===== config.mk =====
export PLATFORM = sky130hd
export DESIGN_NAME = modbus_meter_regs
export DESIGN_NICKNAME = d
export VERILOG_FILES = /design/src/core/modbus_meter_regs.v /design/src/core/sat16.v
export VERILOG_INCLUDE_DIRS = /design/src /design/src/core
export SDC_FILE = /design/constraint.sdc
export NUM_CORES = 1
export LEC_CHECK = 0
export BUFFER_PORTS_ARGS = -buffer_cell sky130_fd_sc_hd__buf_2
export CAP_MARGIN = 5
export CELL_PAD_IN_SITES_DETAIL_PLACEMENT = 1
export CELL_PAD_IN_SITES_GLOBAL_PLACEMENT = 1
export CORE_AREA = 2 2 221 223
export DETAILED_ROUTE_END_ITERATION = 6
export DIE_AREA = 0 0 223 225
export PLACE_DENSITY = 0.75
export SYNTH_ARGS = -nofsm -noshare
export SYNTH_HDL_FRONTEND = slang
export SYNTH_HIERARCHICAL = 1
export SYNTH_SLANG_ARGS = --single-unit

===== constraint.sdc =====
create_clock -name sys_clk -period 4.75 [get_ports sys_clk]
set_input_delay 0 -clock sys_clk [delete_from_list [all_inputs] [get_ports sys_clk]]
set_output_delay 0 -clock sys_clk [all_outputs]
set_load 0.02 [all_outputs]

===== src/core/modbus_meter_map.vh =====
// Operation
// - Flow float upper half at holding 0x13, lower half at 0x14.
// - Total float upper half at holding 0x15, lower half at 0x16.
// - Temperature float upper half at holding 0x19, lower half at 0x1a.
// - Elapsed hours float upper half at holding 0x1b, lower at 0x1c.
// - Zero-check result float upper half at 0x1d, lower half at 0x1e.
// - Scaled 16-bit flow and total registers saturate at all ones on overflow.
// - Control register 0x11 is write only and reads back as zero.
// - Function 04 status read answers byte count of twice the register count, high byte first.
// - Status bit 0 is set at power up, cleared once start-up finishes.
// - Bits 1 to 4 flag flow/temperature limits; zero limit never flags.
// - Bits 5, 6, 7 flag sensor range, gas mix and bad settings.
// - Bit 8 shows simulation, which is off while simulation value is zero.
// - Bit 9 pulse output range, bit 10 analog range, bits 11-13 zero.
// - Bit 14 parameter checksum error; bit 15 total error, cleared by reset.
// - Second status: pulse hardware, busy, two zeros, then zero-check flags.
// - Function 06 to 0x0011 is answered by echoing function, address, data.
// - Writing 0x0002 to the control register clears total and elapsed time.
// - Requests carry function, start and count, each high byte first.
`ifndef MODBUS_METER_MAP_VH
`define MODBUS_METER_MAP_VH

`define FN_READ_HOLD 8'h03
`define FN_READ_INPUT 8'h04
`define FN_WRITE_ONE 8'h06
`define FN_EXC_FLAG 8'h80

`define EXC_BAD_FUNC 8'h01
`define EXC_BAD_ADDR 8'h02
`define EXC_BAD_VALUE 8'h03

`define MAX_HOLD_COUNT 16'h007d
`define INPUT_REG_COUNT 17'h00002

`define HR_FLOW_X10 16'h000a
`define HR_FLOW_X100 16'h000b
`define HR_TOTAL_X100 16'h000c
`define HR_STATUS 16'h000f
`define HR_STATUS2 16'h0010
`define HR_CONTROL 16'h0011
`define HR_FLOW_HI 16'h0013
`define HR_FLOW_LO 16'h0014
`define HR_TOTAL_HI 16'h0015
`define HR_TOTAL_LO 16'h0016
`define HR_TEMP_HI 16'h0019
`define HR_TEMP_LO 16'h001a
`define HR_ELAPSED_HI 16'h001b
`define HR_ELAPSED_LO 16'h001c
`define HR_ZCHECK_HI 16'h001d
`define HR_ZCHECK_LO 16'h001e

`define IR_STATUS 16'h0000
`define IR_STATUS2 16'h0001

`define CTRL_RESET_TOTAL 16'h0002

`define ST_POWER_UP 0
`define ST_FLOW_HIGH 1
`define ST_FLOW_LOW 2
`define ST_TEMP_HIGH 3
`define ST_TEMP_LOW 4
`define ST_SENSOR_RANGE 5
`define ST_GAS_MIX 6
`define ST_SETTINGS 7
`define ST_SIMULATION 8
`define ST_PULSE_RANGE 9
`define ST_ANALOG_RANGE 10
`define ST_PARAM_CRC 14
`define ST_TOTAL_ERR 15

`define S2_PULSE_HW 0
`define S2_BUSY 1
`define S2_ZC_RUN 4
`define S2_ZC_FAIL 5
`define S2_ZC_ABORT 6
`define S2_ZC_WARN 7

`endif


===== src/core/modbus_meter_regs.v =====
`timescale 1ns/100ps
`include "modbus_meter_map.vh"
module modbus_meter_regs
(
   input wire sys_clk,
   input wire arst_n,
   input wire req_valid,
   output wire req_ready,
   input wire [7:0] req_func,
   input wire [15:0] req_addr,
   input wire [15:0] req_count,
   input wire [15:0] req_data,
   output reg rsp_valid,
   input wire rsp_ready,
   output reg [7:0] rsp_byte,
   output reg rsp_last,
   output reg total_elapsed_clear,
   input wire [31:0] flow_float,
   input wire [31:0] total_float,
   input wire [31:0] temp_float,
   input wire [31:0] elapsed_float,
   input wire [31:0] zero_check_float,
   input wire [31:0] flow_x10,
   input wire [31:0] flow_x100,
   input wire [31:0] total_x100,
   input wire [31:0] flow_value,
   input wire [31:0] flow_high_limit,
   input wire [31:0] flow_low_limit,
   input wire [31:0] temp_value,
   input wire [31:0] temp_high_limit,
   input wire [31:0] temp_low_limit,
   input wire [31:0] sim_value,
   input wire powerup_done,
   input wire sensor_range_err,
   input wire gas_mix_err,
   input wire settings_err,
   input wire pulse_range_err,
   input wire analog_range_err,
   input wire param_crc_err,
   input wire total_err_event,
   input wire pulse_hw_present,
   input wire busy,
   input wire zc_running,
   input wire zc_fail,
   input wire zc_aborted,
   input wire zc_warning
);

   localparam [2:0] ST_IDLE = 3'b001;
   localparam [2:0] ST_LOAD = 3'b010;
   localparam [2:0] ST_SEND = 3'b100;

   localparam [1:0] KIND_READ = 2'h0;
   localparam [1:0] KIND_WRITE = 2'h1;
   localparam [1:0] KIND_EXC = 2'h2;

   reg [2:0] state;
   reg [1:0] kind;
   reg [7:0] func, exc_code, len, idx;
   reg [15:0] start_addr, wr_data;
   reg power_up, total_err;

   wire [95:0] scaled_in;
   wire [47:0] scaled_word;
   genvar g;

   reg [15:0] status_word, status2_word, word_addr;
   reg [15:0] hold_val, in_val, data_word;
   reg [7:0] sel_idx, word_idx, next_byte, dec_exc, dec_len;
   reg [1:0] dec_kind;
   reg [16:0] in_end;

   assign req_ready = (state == ST_IDLE);

   ////////////////////////////////////////////////////////////////////////////
   // Scaled integer words.

   assign scaled_in = {total_x100, flow_x100, flow_x10};

   generate
      for (g = 0; g < 3; g = g + 1)
      begin : g_sat
         sat16 u_sat
         (
            .sys_clk(sys_clk),
            .arst_n(arst_n),
            .value(scaled_in[32*g+31:32*g]),
            .word(scaled_word[16*g+15:16*g])
         );
      end
   endgenerate

   ////////////////////////////////////////////////////////////////////////////
   // Status words.

   always @(posedge sys_clk or negedge arst_n)
   begin
      if (!arst_n)
         power_up <= 1'b1;
      else if (powerup_done)
         power_up <= 1'b0;
   end

   // An error event in the same cycle as a total reset keeps the flag set.
   always @(posedge sys_clk or negedge arst_n)
   begin
      if (!arst_n)
         total_err <= 1'b0;
      else if (total_err_event)
         total_err <= 1'b1;
      else if (total_elapsed_clear)
         total_err <= 1'b0;
   end

   always @*
   begin
      status_word = 16'h0000;
      status_word[`ST_POWER_UP] = power_up;
      status_word[`ST_FLOW_HIGH] = (flow_high_limit != 32'h0) &&
         (flow_value >= flow_high_limit);
      status_word[`ST_FLOW_LOW] = (flow_low_limit != 32'h0) &&
         (flow_value <= flow_low_limit);
      status_word[`ST_TEMP_HIGH] = (temp_high_limit != 32'h0) &&
         (temp_value >= temp_high_limit);
      status_word[`ST_TEMP_LOW] = (temp_low_limit != 32'h0) &&
         (temp_value <= temp_low_limit);
      status_word[`ST_SENSOR_RANGE] = sensor_range_err;
      status_word[`ST_GAS_MIX] = gas_mix_err;
      status_word[`ST_SETTINGS] = settings_err;
      status_word[`ST_SIMULATION] = (sim_value != 32'h0);
      status_word[`ST_PULSE_RANGE] = pulse_range_err;
      status_word[`ST_ANALOG_RANGE] = analog_range_err;
      status_word[`ST_PARAM_CRC] = param_crc_err;
      status_word[`ST_TOTAL_ERR] = total_err;
   end

   always @*
   begin
      status2_word = 16'h0000;
      status2_word[`S2_PULSE_HW] = pulse_hw_present;
      status2_word[`S2_BUSY] = busy;
      status2_word[`S2_ZC_RUN] = zc_running;
      status2_word[`S2_ZC_FAIL] = zc_fail;
      status2_word[`S2_ZC_ABORT] = zc_aborted;
      status2_word[`S2_ZC_WARN] = zc_warning;
   end

   ////////////////////////////////////////////////////////////////////////////
   // Register read multiplexers.

   // Words are sampled as each byte is loaded, so the two halves of a float
   // can come from different updates if the source changes mid-answer.
   always @*
   begin
      sel_idx = (state == ST_LOAD) ? 8'h00 : idx + 8'h01;
      word_idx = sel_idx - 8'h02;
      word_addr = start_addr + {9'h000, word_idx[7:1]};
   end

   always @*
   begin
      if (word_addr == `HR_FLOW_X10)
         hold_val = scaled_word[15:0];
      else if (word_addr == `HR_FLOW_X100)
         hold_val = scaled_word[31:16];
      else if (word_addr == `HR_TOTAL_X100)
         hold_val = scaled_word[47:32];
      else if (word_addr == `HR_STATUS)
         hold_val = status_word;
      else if (word_addr == `HR_STATUS2)
         hold_val = status2_word;
      else if (word_addr == `HR_FLOW_HI)
         hold_val = flow_float[31:16];
      else if (word_addr == `HR_FLOW_LO)
         hold_val = flow_float[15:0];
      else if (word_addr == `HR_TOTAL_HI)
         hold_val = total_float[31:16];
      else if (word_addr == `HR_TOTAL_LO)
         hold_val = total_float[15:0];
      else if (word_addr == `HR_TEMP_HI)
         hold_val = temp_float[31:16];
      else if (word_addr == `HR_TEMP_LO)
         hold_val = temp_float[15:0];
      else if (word_addr == `HR_ELAPSED_HI)
         hold_val = elapsed_float[31:16];
      else if (word_addr == `HR_ELAPSED_LO)
         hold_val = elapsed_float[15:0];
      else if (word_addr == `HR_ZCHECK_HI)
         hold_val = zero_check_float[31:16];
      else if (word_addr == `HR_ZCHECK_LO)
         hold_val = zero_check_float[15:0];
      else
         hold_val = 16'h0000;
   end

   always @*
   begin
      if (word_addr == `IR_STATUS)
         in_val = status_word;
      else if (word_addr == `IR_STATUS2)
         in_val = status2_word;
      else
         in_val = 16'h0000;
   end

   ////////////////////////////////////////////////////////////////////////////
   // Answer byte generator.

   always @*
   begin
      data_word = (func == `FN_READ_INPUT) ? in_val : hold_val;
      next_byte = 8'h00;
      case (kind)
         KIND_READ:
         begin
            if (sel_idx == 8'h00)
               next_byte = func;
            else if (sel_idx == 8'h01)
               next_byte = len - 8'h02;
            else if (word_idx[0] == 1'b0)
               next_byte = data_word[15:8];
            else
               next_byte = data_word[7:0];
         end
         KIND_WRITE:
         begin
            if (sel_idx == 8'h00)
               next_byte = func;
            else if (sel_idx == 8'h01)
               next_byte = start_addr[15:8];
            else if (sel_idx == 8'h02)
               next_byte = start_addr[7:0];
            else if (sel_idx == 8'h03)
               next_byte = wr_data[15:8];
            else
               next_byte = wr_data[7:0];
         end
         default:
         begin
            if (sel_idx == 8'h00)
               next_byte = func | `FN_EXC_FLAG;
            else
               next_byte = exc_code;
         end
      endcase
   end

   ////////////////////////////////////////////////////////////////////////////
   // Request decode.

   always @*
   begin
      in_end = {1'b0, req_addr} + {1'b0, req_count};
      dec_kind = KIND_EXC;
      dec_exc = `EXC_BAD_FUNC;
      dec_len = 8'h02;
      if (req_func == `FN_READ_HOLD)
      begin
         if (req_count == 16'h0000 || req_count > `MAX_HOLD_COUNT)
            dec_exc = `EXC_BAD_VALUE;
         else
         begin
            dec_kind = KIND_READ;
            dec_len = {req_count[6:0], 1'b0} + 8'h02;
         end
      end
      else if (req_func == `FN_READ_INPUT)
      begin
         if (req_count == 16'h0000 ||
             {1'b0, req_count} > `INPUT_REG_COUNT)
            dec_exc = `EXC_BAD_VALUE;
         else if (in_end > `INPUT_REG_COUNT)
            dec_exc = `EXC_BAD_ADDR;
         else
         begin
            dec_kind = KIND_READ;
            dec_len = {req_count[6:0], 1'b0} + 8'h02;
         end
      end
      else if (req_func == `FN_WRITE_ONE)
      begin
         dec_kind = KIND_WRITE;
         dec_len = 8'h05;
      end
   end

   ////////////////////////////////////////////////////////////////////////////
   // Transaction control.

   always @(posedge sys_clk or negedge arst_n)
   begin
      if (!arst_n)
      begin
         state <= ST_IDLE;
         kind <= KIND_EXC;
         func <= 8'h00;
         start_addr <= 16'h0000;
         wr_data <= 16'h0000;
         exc_code <= 8'h00;
         len <= 8'h00;
         idx <= 8'h00;
         rsp_valid <= 1'b0;
         rsp_byte <= 8'h00;
         rsp_last <= 1'b0;
         total_elapsed_clear <= 1'b0;
      end
      else
      begin
         total_elapsed_clear <= 1'b0;
         case (state)
            ST_IDLE:
            begin
               if (req_valid)
               begin
                  kind <= dec_kind;
                  func <= req_func;
                  start_addr <= req_addr;
                  wr_data <= req_data;
                  exc_code <= dec_exc;
                  len <= dec_len;
                  // Only the control register acts on a write.
                  if (req_func == `FN_WRITE_ONE && req_addr == `HR_CONTROL &&
                      req_data == `CTRL_RESET_TOTAL)
                     total_elapsed_clear <= 1'b1;
                  state <= ST_LOAD;
               end
            end
            ST_LOAD:
            begin
               idx <= 8'h00;
               rsp_byte <= next_byte;
               rsp_last <= (len == 8'h01);
               rsp_valid <= 1'b1;
               state <= ST_SEND;
            end
            ST_SEND:
            begin
               if (rsp_ready)
               begin
                  if (rsp_last)
                  begin
                     rsp_valid <= 1'b0;
                     rsp_last <= 1'b0;
                     state <= ST_IDLE;
                  end
                  else
                  begin
                     idx <= idx + 8'h01;
                     rsp_byte <= next_byte;
                     rsp_last <= (idx + 8'h02 == len);
                  end
               end
            end
            default:
               state <= ST_IDLE;
         endcase
      end
   end

endmodule


===== src/core/sat16.v =====
`timescale 1ns/100ps
// Registered clamp of an unsigned 32-bit scaled value into one 16-bit word.
module sat16
(
   input wire sys_clk,
   input wire arst_n,
   input wire [31:0] value,
   output reg [15:0] word
);

   always @(posedge sys_clk or negedge arst_n)
   begin
      if (!arst_n)
         word <= 16'h0000;
      else if (value[31:16] != 16'h0000)
         word <= 16'hffff;
      else
         word <= value[15:0];
   end

endmodule


==> results.txt, run 1 <==
Synth Area in Adders: 15.63%
Slew Viols, Final: 0
Post-Place Cells: 2910
Synth Instances: 1711
Status: finished, final reports clean
Crit-path leading delay family: compound AO/OA/AOI/OAI gates
Crit-path most repeated cell: buf_4
Area contributors post-synth: dfrtp_1 23%, ha_1 15%, nand2_1 6.2%, a21oi_1 4.6%, inv_1 4.5%
Met2 usage: 55.83%
# DRC: 0
Hold Path Depth: 4
Number of flops mapped to enable cells by yosys: 0
Post-DP HPWL: 67820 µm
Chip Height: 225 µm
Min-delay worst type: input port to flip-flop
GRT Util Overall: 31.79%
Vias in the first global route: 18137
Final min period: 4562 ps
Final Power: 11.32 mW
Post-synthesis mux area share: 2.355%
Worst path cell trace: ha_2 > and3_1 > nand4_1 > xor2_2 > a31oi_1 > o22ai_2 > buf_4 > ha_2 > o21ai_0 > nand2_1 > o2111ai_4 > nor4b_4 > o221ai_2 > buf_4 > nor2_1 > buf_4 > o21ai_0 > a22o_1 > a31oi_1 > a311o_1
First-pass GRT wire length: 117800 µm
Die area: 50180 µm²
Clock slew seen by the registers of the worst setup and hold paths: 60 ps
Fraction of registers with async set/reset: 100.0%
Leakage Power: 9.042 nW
Mapped Area: 13070 µm²
Reg2Reg Setup Slack: 190 ps
Design Area, Final: 18900 µm²
Area Overhead vs Synth: 44.62%
Starting Density: 27.48%
Pwr/cell area: 599.0 nW/µm²
Endpoints failing setup: 0
CP max stage cell: dfrtp_1
CTS root buf: clkbuf_16
Met1 Use GR: 37.61%
CP arrival: 4900 ps
Max-cap viol count: 0
Comb pwr share: 75.2%
Final setup TNS: 0 ps
Crit. Startpoint: idx[1]$_DFFE_PN0P_
Num rows: 80
FF-to-FF path depth: 20
Cell taking the most area after synthesis: dfrtp_1
Fin. Hold Viols: 0
Clock network power share: 10.7%
Most used routing layer: met2
Yosys top cell area share: 22.98%
Max clock buf depth: 2
Synth Area per Inst: 7.637 µm²
IR Drop Worst-Case VDD: 0.3838 mV
Post-synthesis net count: 2427
Drt pass-1 iters: 5
Largest net degree at the start of global routing: 65
Fin cells: 3075
Worst-skew pair later-pin latency: 430 ps
Reg power frac: 14.1%
Met3 global-route usage: 5.971%
Core Region: 47550 µm²
R2r endpoint: rsp_byte[7]$_DFFE_PN0P_
Distinct cells, synth: 86
Gr ovfl total: 0
Port Buffer Count: 565
Vias per cell: 5.549
Critical path class: flip-flop to flip-flop
Pint: 5.082 mW
WP depth: 20
Final #Nets: 3132
Area share of and/or/nand/nor cells after synthesis: 25.42%
Post-synthesis xor/xnor area fraction: 2.480%
Maximum operating frequency: 219.2 MHz
Worst r2r src: idx[1]$_DFFE_PN0P_
Synth Register Bits: 123
Worst EP required: 5090 ps
Share of cells above drive strength 1: 31.62%
P_sw: 6.238 mW
DIE WIDTH: 223 µm
Worst rel slew slack: 17.95%
Fillers: 5934
I/O pin total: 566
Switching part of the total: 55.11%
GP Congestion: 0.9908
CP max stage delay: 380 ps
Setup crit end: rsp_byte[7]$_DFFE_PN0P_
CTS sink cnt: 123
Placement-stage cell area: 17100 µm²
Htree depth: 4
Main combinational cell family by area after synthesis: simple AND/OR/NAND/NOR gates
Main flop type after synthesis: dfrtp_1
1st-iter DRT viols: 1167
Clock skew: 9.163 ps
CP Buf/Inv Count: 3
Wire per inst: 26.76 µm
Post-synthesis compound-gate area fraction: 23.82%
Via Count: 17062
Least-Margin Pin Slew: 1226 ps
Synth warn: 6
Antenna violations before repair: 37
Antenna viol nets, final: 0
Period Utilization, post-route: 96.04%
CP endpoint kind: flip-flop
Total wire length: 82270 µm
Seq/Total Area, Yosys: 23.58%
Worst Path Max Fanout: 8
TritonCTS Buffers: 17
Crit path launch type: flip-flop
CTS tree: built
per-stage QoR:
stage	worst slack [ps]	hold WS [ps]	util, %
2_1_floorplan	331.3	-295.6	-
3_3_place_gp	66.96	120.5	35.96
3_5_place_dp	-22.27	128.7	35.96
4_1_cts	13.03	71.91	39.23
5_1_grt	-29.58	76.43	39.72
6_report	188.3	79.05	39.75
per-layer routing:
layer  up-vias  share of wire (%)  wire length (µm)
met5         -              0.095                78
met3       170                6.3              5209
met4        12                4.4              3621
met1      8400                 40             32580
met2       738                 50             40790
li1       7742                  -                 -
synthesized netlist by cell type, types with 8 or more instances:
library cell and number:
nand2_1 217, ha_1 160, inv_1 155, nor2_1 121, a21oi_1 120, dfrtp_1 120, o21ai_0 86, nor4_1 72
clkbuf_1 52, nand4_1 45, nor3_1 43, or2_1 33, nand3_1 31, mux2i_1 24, a21o_1 23, a31oi_1 22
or2_2 22, a211oi_1 20, xnor2_1 20, o22ai_1 19, and3_1 17, xor2_1 17, a22oi_1 16, o211ai_1 16
buf_2 14, o21a_1 14, o31ai_1 14, a221oi_1 11, nor2b_1 10, nand2b_1 9, a2111oi_0 8, nor4b_1 8
or3_1 8
cells in the final DEF (no fill, tap or decap), drive strengths merged, types with 20 or more instances in the layout:
cell	n
buf	655
a21o	23
mux2i	24
nor2	123
a31oi	22
dfrtp	120
ha	160
dlygate4sd3	101
diode	31
nand4	45
nor4	73
nor3	47
a21oi	120
nand3	32
o21ai	90
nand2	218
inv	158
a211oi	21
xnor2	20
or2	55
worst reg2reg max path: cells and delay by family (launching register included):
kind | cells | cell delay (ps)
buffers and inverters | 3 | 540
XOR/XNOR | 1 | 250
AND/OR/NAND/NOR | 5 | 1010
AO/OA/AOI/OAI | 9 | 1700
flip-flops | 1 | 380
adder cells (fa/ha/maj) | 2 | 610
area by class of cell:
class	instances	area, µm²	area share [%]
multi-input cells	1361	9284	49.13
repair buffers	756	4558	24.12
flip-flops and latches	123	3082	16.31
well taps	615	769.5	4.072
inverters	157	589.3	3.118
clock buffers	18	439.2	2.324
clock inverters	14	98.84	0.5230
diodes	31	77.57	0.4105
power groups by stage:
stage          sequential [mW]  clock, mW  combinational (mW)
2_1_floorplan             1.48          0                4.49
3_3_place_gp              1.58          0                7.86
3_5_place_dp              1.59          0                7.95
4_1_cts                   1.57       1.22                8.07
5_1_grt                   1.62       1.27                9.02
6_report                  1.59       1.21                8.51
worst min path at each step:
| stage | from | to | slack [ps] |
|---|---|---|---|
| final | pulse_range_err | rsp_byte[1]$_DFFE_PN0P_ | 80 |
| after global routing | pulse_hw_present | rsp_byte[0]$_DFFE_PN0P_ | 80 |
| after CTS | pulse_hw_present | rsp_byte[0]$_DFFE_PN0P_ | 70 |
| after detailed placement | arst_n | len[5]$_DFFE_PN0P_ | 130 |
| after global placement | arst_n | len[5]$_DFFE_PN0P_ | 120 |
| after floorplan | arst_n | exc_code[0]$_DFFE_PN0P_ | -300 |
cell families (layout without fill, tap and decap cells):
| family | Yosys count | count (layout) |
|---|---|---|
| XOR/XNOR | 37 | 37 |
| buffers and inverters | 227 | 945 |
| AO/OA/AOI/OAI | 465 | 465 |
| other | 0 | 31 |
| adder cells (fa/ha/maj) | 162 | 162 |
| AND/OR/NAND/NOR | 667 | 667 |
| flip-flops | 123 | 123 |
| multiplexers | 30 | 30 |
state kept, by name (all words and copies together), names as in the netlist, 2 cells and up:
| register | cells |
|---|---|
| g_sat.u_sat/word | 48 |
| func | 8 |
| start_addr | 16 |
| state | 3 |
| idx | 8 |
| kind | 2 |
| wr_data | 16 |
| exc_code | 2 |
| rsp_byte | 8 |
| len | 7 |
repair_timing:
action | in CTS | in global routing
setup buffers | 0 | 1
pin swaps | 0 | 5
gates resized for setup | 1 | 38
setup endpoints to repair | 2 | 8
endpoints found under the hold margin | 158 | 0
gates cloned | 0 | 0
hold buffers | 101 | 0
Power figures use the tool's default switching activity.
==> run 2: changes to the inputs <==
--- a/config.mk
+++ b/config.mk
@@ -13,7 +13,8 @@
 export CORE_AREA = 2 2 221 223
 export DETAILED_ROUTE_END_ITERATION = 6
 export DIE_AREA = 0 0 223 225
-export PLACE_DENSITY = 0.75
+export PLACE_DENSITY = 0.72
+export SLEW_MARGIN = 20
 export SYNTH_ARGS = -nofsm -noshare
 export SYNTH_HDL_FRONTEND = slang
 export SYNTH_HIERARCHICAL = 1
==> constraint.sdc (replaced) <==
create_clock -name sys_clk -period 5.5 [get_ports sys_clk]
set_input_delay 0 -clock sys_clk [delete_from_list [all_inputs] [get_ports sys_clk]]
set_output_delay 0 -clock sys_clk [all_outputs]
set_load 0.02 [all_outputs]
==> run 2 against run 1 <==
Against the previous run: die area stayed put; count of clock-buffer cells in the layout stayed put; via count is 2.1% lower; clock skew is 1.2 ps higher; combinational power is 23% lower; register-to-register slack better by 160 ps; hold slack worse by 1.1 ps; routed wire length is 3.6% lower; design area is 2.6% lower; sequential power is 14% lower; global-route usage is 0.98 points lower; critical path depth is 3 lower; critical endpoint is now rsp_byte[5]$_DFFE_PN0P_.
==> results.txt, run 2 (same netlist as run 1, synthesis figures left out) <==
Status: finished, final reports clean
First-pass GRT wire length: 115200 µm (-2.2%)
Die area: 50180 µm² (unchanged)
Area Overhead vs Synth: 40.91%
IR Drop Worst-Case VDD: 0.3912 mV (+1.9%)
Leakage Power: 8.790 nW (-2.8%)
Gr ovfl total: 0 (unchanged)
Design Area, Final: 18410 µm² (-2.6%)
Htree depth: 4 (unchanged)
Total wire length: 79350 µm (-3.6%)
Worst-skew pair later-pin latency: 430 ps (about the same)
Core Region: 47550 µm² (unchanged)
Via Count: 16710 (-2.1%)
Endpoints failing setup: 0 (unchanged)
Regs by FF count: g_sat.u_sat/word (48), start_addr (16), wr_data (16)
Highest Signal Layer: met5
Antenna violations before repair: 34 (-8.1%)
Post-DP HPWL: 65050 µm (-4.1%)
Min-delay worst type: input port to flip-flop
Max-cap viol count: 0 (unchanged)
Largest reg by FF count: g_sat.u_sat/word
Wire per inst: 26.33 µm (-1.6%)
Vias in the first global route: 17726 (-2.3%)
Crit path launch type: flip-flop
CTS root buf: clkbuf_16
Chip Height: 225 µm (unchanged)
CP arrival: 5460 ps (+560 ps)
Clock slew seen by the registers of the worst setup and hold paths: 70 ps (about the same)
Share of cells above drive strength 1: 29.08% (-2.5 points)
Most frequent cells in the layout: 564 x buf_2, 216 x nand2_1, 159 x ha_1
Routed length on met2: 39010 µm (-4.3%)
Critical path class: flip-flop to flip-flop
1st-iter DRT viols: 1081 (-7.4%)
Worst rel slew slack: 39.90% (+22 points)
Final setup TNS: 0 ps (unchanged)
Commonest non-fill, non-tap cell in the layout: buf_2
I/O pin total: 566 (unchanged)
Max clock buf depth: 2 (unchanged)
Post-CTS Setup Bufs: 0 (unchanged)
# DRC: 0 (unchanged)
Vias per cell: 5.544 (about the same)
GP Congestion: 1.002 (+1.1%)
Num rows: 80 (unchanged)
Worst EP required: 5810 ps (+720 ps)
Clock skew: 10.36 ps (+1.199 ps)
Final min period: 5152 ps (+590.1 ps)
CTS tree: built
Worst Path Max Fanout: 14 (+6)
Final #Nets: 3076 (-1.8%)
Maximum operating frequency: 194.1 MHz (-11%)
TritonCTS Buffers: 17 (unchanged)
DIE WIDTH: 223 µm (unchanged)
Slew Viols, Final: 0 (unchanged)
Drt pass-1 iters: 6 (+1)
Port Buffer Count: 565 (unchanged)
Max reg flops: 48 (unchanged)
Pwr/cell area: 498.7 nW/µm² (-17%)
Period Utilization, post-route: 93.67% (-2.4 points)
Metal-1 WL: 32490 µm (-0.25%)
GRT Util Overall: 30.81% (-0.98 points)
Fillers: 6007 (+1.2%)
Met3 WL: 4223 µm (-19%)
Starting Density: 27.48% (unchanged)
Placement-stage cell area: 16650 µm² (-2.6%)
Fin. Hold Viols: 0 (unchanged)
Least-Margin Pin Slew: 901.4 ps (-324.8 ps)
Largest net degree at the start of global routing: 68 (+4.6%)
Antenna viol nets, final: 0 (unchanged)
CTS sink cnt: 123 (unchanged)
CP endpoint kind: flip-flop
-- run 2: changes by cell type in the layout (fill, tap and decap cells not counted), moves of 4 or more --
cell	change
diode_2	-5
a211oi_1	+4
buf_4	-52
bufinv_16	+4
clkinv_2	-5
a211oi_2	-4
-- run 2: final cells by class --
class | count | area, µm² | share of cell area (%)
well taps | 615 | 769.5 | 4.179
inverters | 157 | 589.3 | 3.200
clock inverters | 14 | 209.0 | 1.135
repair buffers | 700 | 4096 | 22.25
multi-input cells | 1361 | 9164 | 49.77
diodes | 26 | 65.06 | 0.3533
flip-flops and latches | 123 | 3082 | 16.74
clock buffers | 18 | 439.2 | 2.385
-- run 2: power by group --
part | switching, mW | leakage (nW) | internal, mW
logic | 4.36 | 7.12 | 2.20
clock network | 0.484 | 0.308 | 0.782
registers | 0.254 | 1.36 | 1.10
total | 5.10 | 8.79 | 4.09
-- run 2: final timing paths --
check / startpoint / endpoint / slack [ps] / cells after the start
max: idx[1]$_DFFE_PN0P_ / rsp_byte[5]$_DFFE_PN0P_ / 350 / 17
min: pulse_hw_present / rsp_byte[0]$_DFFE_PN0P_ / 80 / 4
max reg2reg: idx[1]$_DFFE_PN0P_ / rsp_byte[5]$_DFFE_PN0P_ / 350 / 17
min reg2reg: exc_code[1]$_DFFE_PN0P_ / exc_code[1]$_DFFE_PN0P_ / 480 / 2
max in group asynchronous: arst_n / g_sat[2].u_sat/word[3]$_DFF_PN0_ / 3940 / 3
min in group asynchronous: arst_n / state[1]$_DFFE_PN0P_ / 150 / 2
-- run 2: routing by layer --
metal	up-vias	GRT usage (%)
li1	7629	-
met1	8191	37.46
met2	713	53.98
met3	165	4.420
met4	12	13.81
met5	-	0
-- run 2: critical path, stage by stage, from the launching register on --
cell,delay [ps]
dfrtp_1,470
ha_1,320
xor2_1,370
nand2_1,100
ha_1,290
xnor2_1,260
ha_1,370
or2_1,290
and3_1,260
or2_1,380
buf_4,230
nand3_2,280
o221ai_1,200
o31ai_1,480
a221oi_1,150
mux2i_1,160
a211oi_1,110
a311o_1,310
-- run 2: per-stage QoR --
stage	std cells	setup slack [ps]	hold WS [ps]	power, mW	utilization, %
after global placement	2855	357.7	95.49	7.499	35.02
after CTS	2988	132.2	67.68	8.955	38.51
final	3014	348.3	77.97	9.183	38.73
after floorplan	1711	1081	-295.6	5.156	-
after detailed placement	2855	174.6	98.48	7.581	35.02
after global routing	3012	-24.52	97.83	9.692	38.72
-- run 2: repair_timing --
item / CTS / global route
endpoints found under the hold margin: 156 / 0
resized for setup: 0 / 8
hold buffers: 101 / 0
setup endpoints to repair: 0 / 8
==> run 3: changes to the inputs <==
--- a/config.mk
+++ b/config.mk
@@ -14,6 +14,7 @@
 export DETAILED_ROUTE_END_ITERATION = 6
 export DIE_AREA = 0 0 223 225
 export PLACE_DENSITY = 0.72
+export REMOVE_ABC_BUFFERS = 1
 export SLEW_MARGIN = 20
 export SYNTH_ARGS = -nofsm -noshare
 export SYNTH_HDL_FRONTEND = slang
==> run 3 against run 2 <==
Against the previous run: the flow now finishes with violations (design-rule violations); non-clock buffer count is 1 higher; sequential power about the same; final cell count about the same; power increased by 1.2%; design area up 0.20%; routed wire length shrank 2.3%; first-iteration DRC count is 21% higher; largest cell class unchanged; largest power group unchanged; highest routed layer unchanged.
==> results.txt, run 3 (same netlist as run 1, synthesis figures left out) <==
CTS tree: built
DIE WIDTH: 223 µm (unchanged)
Reg2Reg Setup Slack: 420 ps (+80 ps)
Failing checks: design-rule violations
Pwr/cell area: 503.7 nW/µm² (+1.0%)
Total wire length: 77530 µm (-2.3%)
Critical path class: flip-flop to flip-flop
Num rows: 80 (unchanged)
Via Count: 16662 (-0.29%)
Wire per inst: 25.75 µm (-2.2%)
Regs by FF count: g_sat.u_sat/word (48), start_addr (16), wr_data (16)
Final min period: 5077 ps (-75.15 ps)
Clock skew: 11.39 ps (+1.028 ps)
Fillers: 5981 (-0.43%)
Post-DP HPWL: 65010 µm (about the same)
Share of cells above drive strength 1: 29.15% (+0.072 points)
Crit path launch type: flip-flop
Hold Path Depth: 3 (-1)
I/O pin total: 566 (unchanged)
GRT Util Overall: 30.22% (-0.59 points)
Drt pass-1 iters: 7 (+1)
Final #Nets: 3077 (+0.033%)
FF-to-FF path depth: 16 (-1)
Die area: 50180 µm² (unchanged)
CP max stage cell: o31ai_1
Pre-CTS WS: 220.2 ps (+45.58 ps)
First-pass GRT wire length: 112800 µm (-2.1%)
Final setup TNS: 0 ps (unchanged)
Crit-path most repeated cell: ha_1
Layout Utilization: 38.81% (+0.079 points)
1st-iter DRT viols: 1303 (+21%)
# DRC: 1 (+1)
R2r endpoint: rsp_byte[5]$_DFFE_PN0P_
Leakage Power: 8.823 nW (+0.37%)
Worst path cell trace: ha_1 > xor2_1 > nand2_1 > ha_1 > xnor2_1 > ha_1 > or2_1 > and3_1 > or2_2 > nand3_2 > o221ai_1 > o31ai_1 > a221oi_1 > mux2i_1 > a211oi_1 > a311o_1
Largest reg by FF count: g_sat.u_sat/word
Vias per cell: 5.534 (-0.19%)
CTS root buf: clkbuf_16
Period Utilization, post-route: 92.30% (-1.4 points)
Slew Viols, Final: 0 (unchanged)
Worst r2r src: idx[1]$_DFFE_PN0P_
Largest net degree at the start of global routing: 63 (-7.4%)
Commonest non-fill, non-tap cell in the layout: buf_2
IR Drop Worst-Case VDD: 0.3396 mV (-13%)
CP arrival: 5390 ps (-70 ps)
TritonCTS Buffers: 17 (unchanged)
Least-Margin Pin Slew: 945.5 ps (+44.03 ps)
Fin worst setup slack: 423.4 ps (+75.15 ps)
Htree depth: 4 (unchanged)
Status: finished with violations
Max clock buf depth: 2 (unchanged)
Core Region: 47550 µm² (unchanged)
Worst Path Max Fanout: 14 (unchanged)
Worst EP required: 5810 ps (about the same)
Hold Crit Start: analog_range_err
Clock slew seen by the registers of the worst setup and hold paths: 60 ps (about the same)
Worst-skew pair later-pin latency: 430 ps (about the same)
Worst rel slew slack: 36.97% (-2.9 points)
Endpoints failing setup: 0 (unchanged)
CP Buf/Inv Count: 0 (-1)
Antenna violations before repair: 29 (-15%)
Most frequent cells in the layout: 564 x buf_2, 216 x nand2_1, 159 x ha_1
GP Congestion: 0.9694 (-3.2%)
CP endpoint kind: flip-flop
Starting Density: 27.48% (unchanged)
Post-Place Cells: 2857 (+0.070%)
Maximum operating frequency: 197.0 MHz (+1.5%)
Fin cells: 3011 (-0.10%)
Max-cap viol count: 0 (unchanged)
Hold path endpoint: rsp_byte[2]$_DFFE_PN0P_
Crit-path leading delay family: simple AND/OR/NAND/NOR gates
Antenna viol nets, final: 0 (unchanged)
Gr ovfl total: 0 (unchanged)
Max reg flops: 48 (unchanged)
Vias in the first global route: 17635 (-0.51%)
CTS sink cnt: 123 (unchanged)
Fin. Hold Viols: 0 (unchanged)
Port Buffer Count: 565 (unchanged)
Min-delay worst type: input port to flip-flop
CP max stage delay: 580 ps (+100 ps)
Chip Height: 225 µm (unchanged)
RSZ-0062 raised after global routing: no
Area Overhead vs Synth: 41.20%
run 3: report_power, final:
group          internal (mW)  switching (mW)  leakage [nW]
Combinational           2.24            4.35          7.13
Clock                  0.867           0.457         0.329
Sequential              1.11           0.272          1.36
Total                   4.21            5.08          8.82
run 3: worst reg2reg max path, stage by stage (launching register included):
cell,delay [ps]
dfrtp_1,460
ha_1,330
xor2_1,340
nand2_1,100
ha_1,280
xnor2_1,170
ha_1,410
or2_1,290
and3_1,250
or2_2,450
nand3_2,320
o221ai_1,200
o31ai_1,580
a221oi_1,200
mux2i_1,170
a211oi_1,100
a311o_1,300
run 3: worst max path at each step:
| stage | slack, ps | startpoint | endpoint | cells after the start |
|---|---|---|---|---|
| final | 420 | idx[1]$_DFFE_PN0P_ | rsp_byte[5]$_DFFE_PN0P_ | 16 |
| after global routing | 30 | state[2]$_DFFE_PN0P_ | rsp_byte[7]$_DFFE_PN0P_ | 18 |
| after CTS | 190 | idx[2]$_DFFE_PN0P_ | rsp_byte[5]$_DFFE_PN0P_ | 18 |
| after detailed placement | 220 | idx[2]$_DFFE_PN0P_ | rsp_byte[5]$_DFFE_PN0P_ | 19 |
| after global placement | 380 | idx[2]$_DFFE_PN0P_ | rsp_byte[5]$_DFFE_PN0P_ | 17 |
| after floorplan | 170 | idx[0]$_DFFE_PN0P_ | rsp_byte[3]$_DFFE_PN0P_ | 15 |
run 3: layout make-up:
type | instances | area (µm²) | area share [%]
antenna | 22 | 55.05 | 0.2984
multi-input combinational | 1361 | 9163 | 49.66
clock buffer | 19 | 442.9 | 2.400
tap | 615 | 769.5 | 4.170
sequential | 123 | 3082 | 16.70
inverter | 157 | 589.3 | 3.194
timing repair buffer | 701 | 4114 | 22.30
clock inverter | 13 | 236.5 | 1.282
run 3: metrics by stage:
step / hold slack [ps] / instance area (µm²) / power [mW]
floorplan: -295.6 / 12780 / 4.967
global placement: 120.9 / 16690 / 7.722
detailed placement: 122.1 / 16690 / 7.773
CTS: 13.47 / 18370 / 9.197
global route: 36.13 / 18440 / 9.848
finish: 26.05 / 18450 / 9.293
run 3: routing by layer:
metal,track usage (%),share of wire (%),vias up
li1,-,-,7617
met1,36.70,40,8139
met2,52.99,49,758
met3,5.502,7.1,134
met4,11.63,3.6,14
met5,0,0.12,-
run 3: what timing repair did:
item                       4_1_cts  5_1_grt
hold endpoints to repair       160        0
setup endpoints to repair        0        8
setup buffers                    0        0
resized for setup                0        7
hold buffers                   100        0
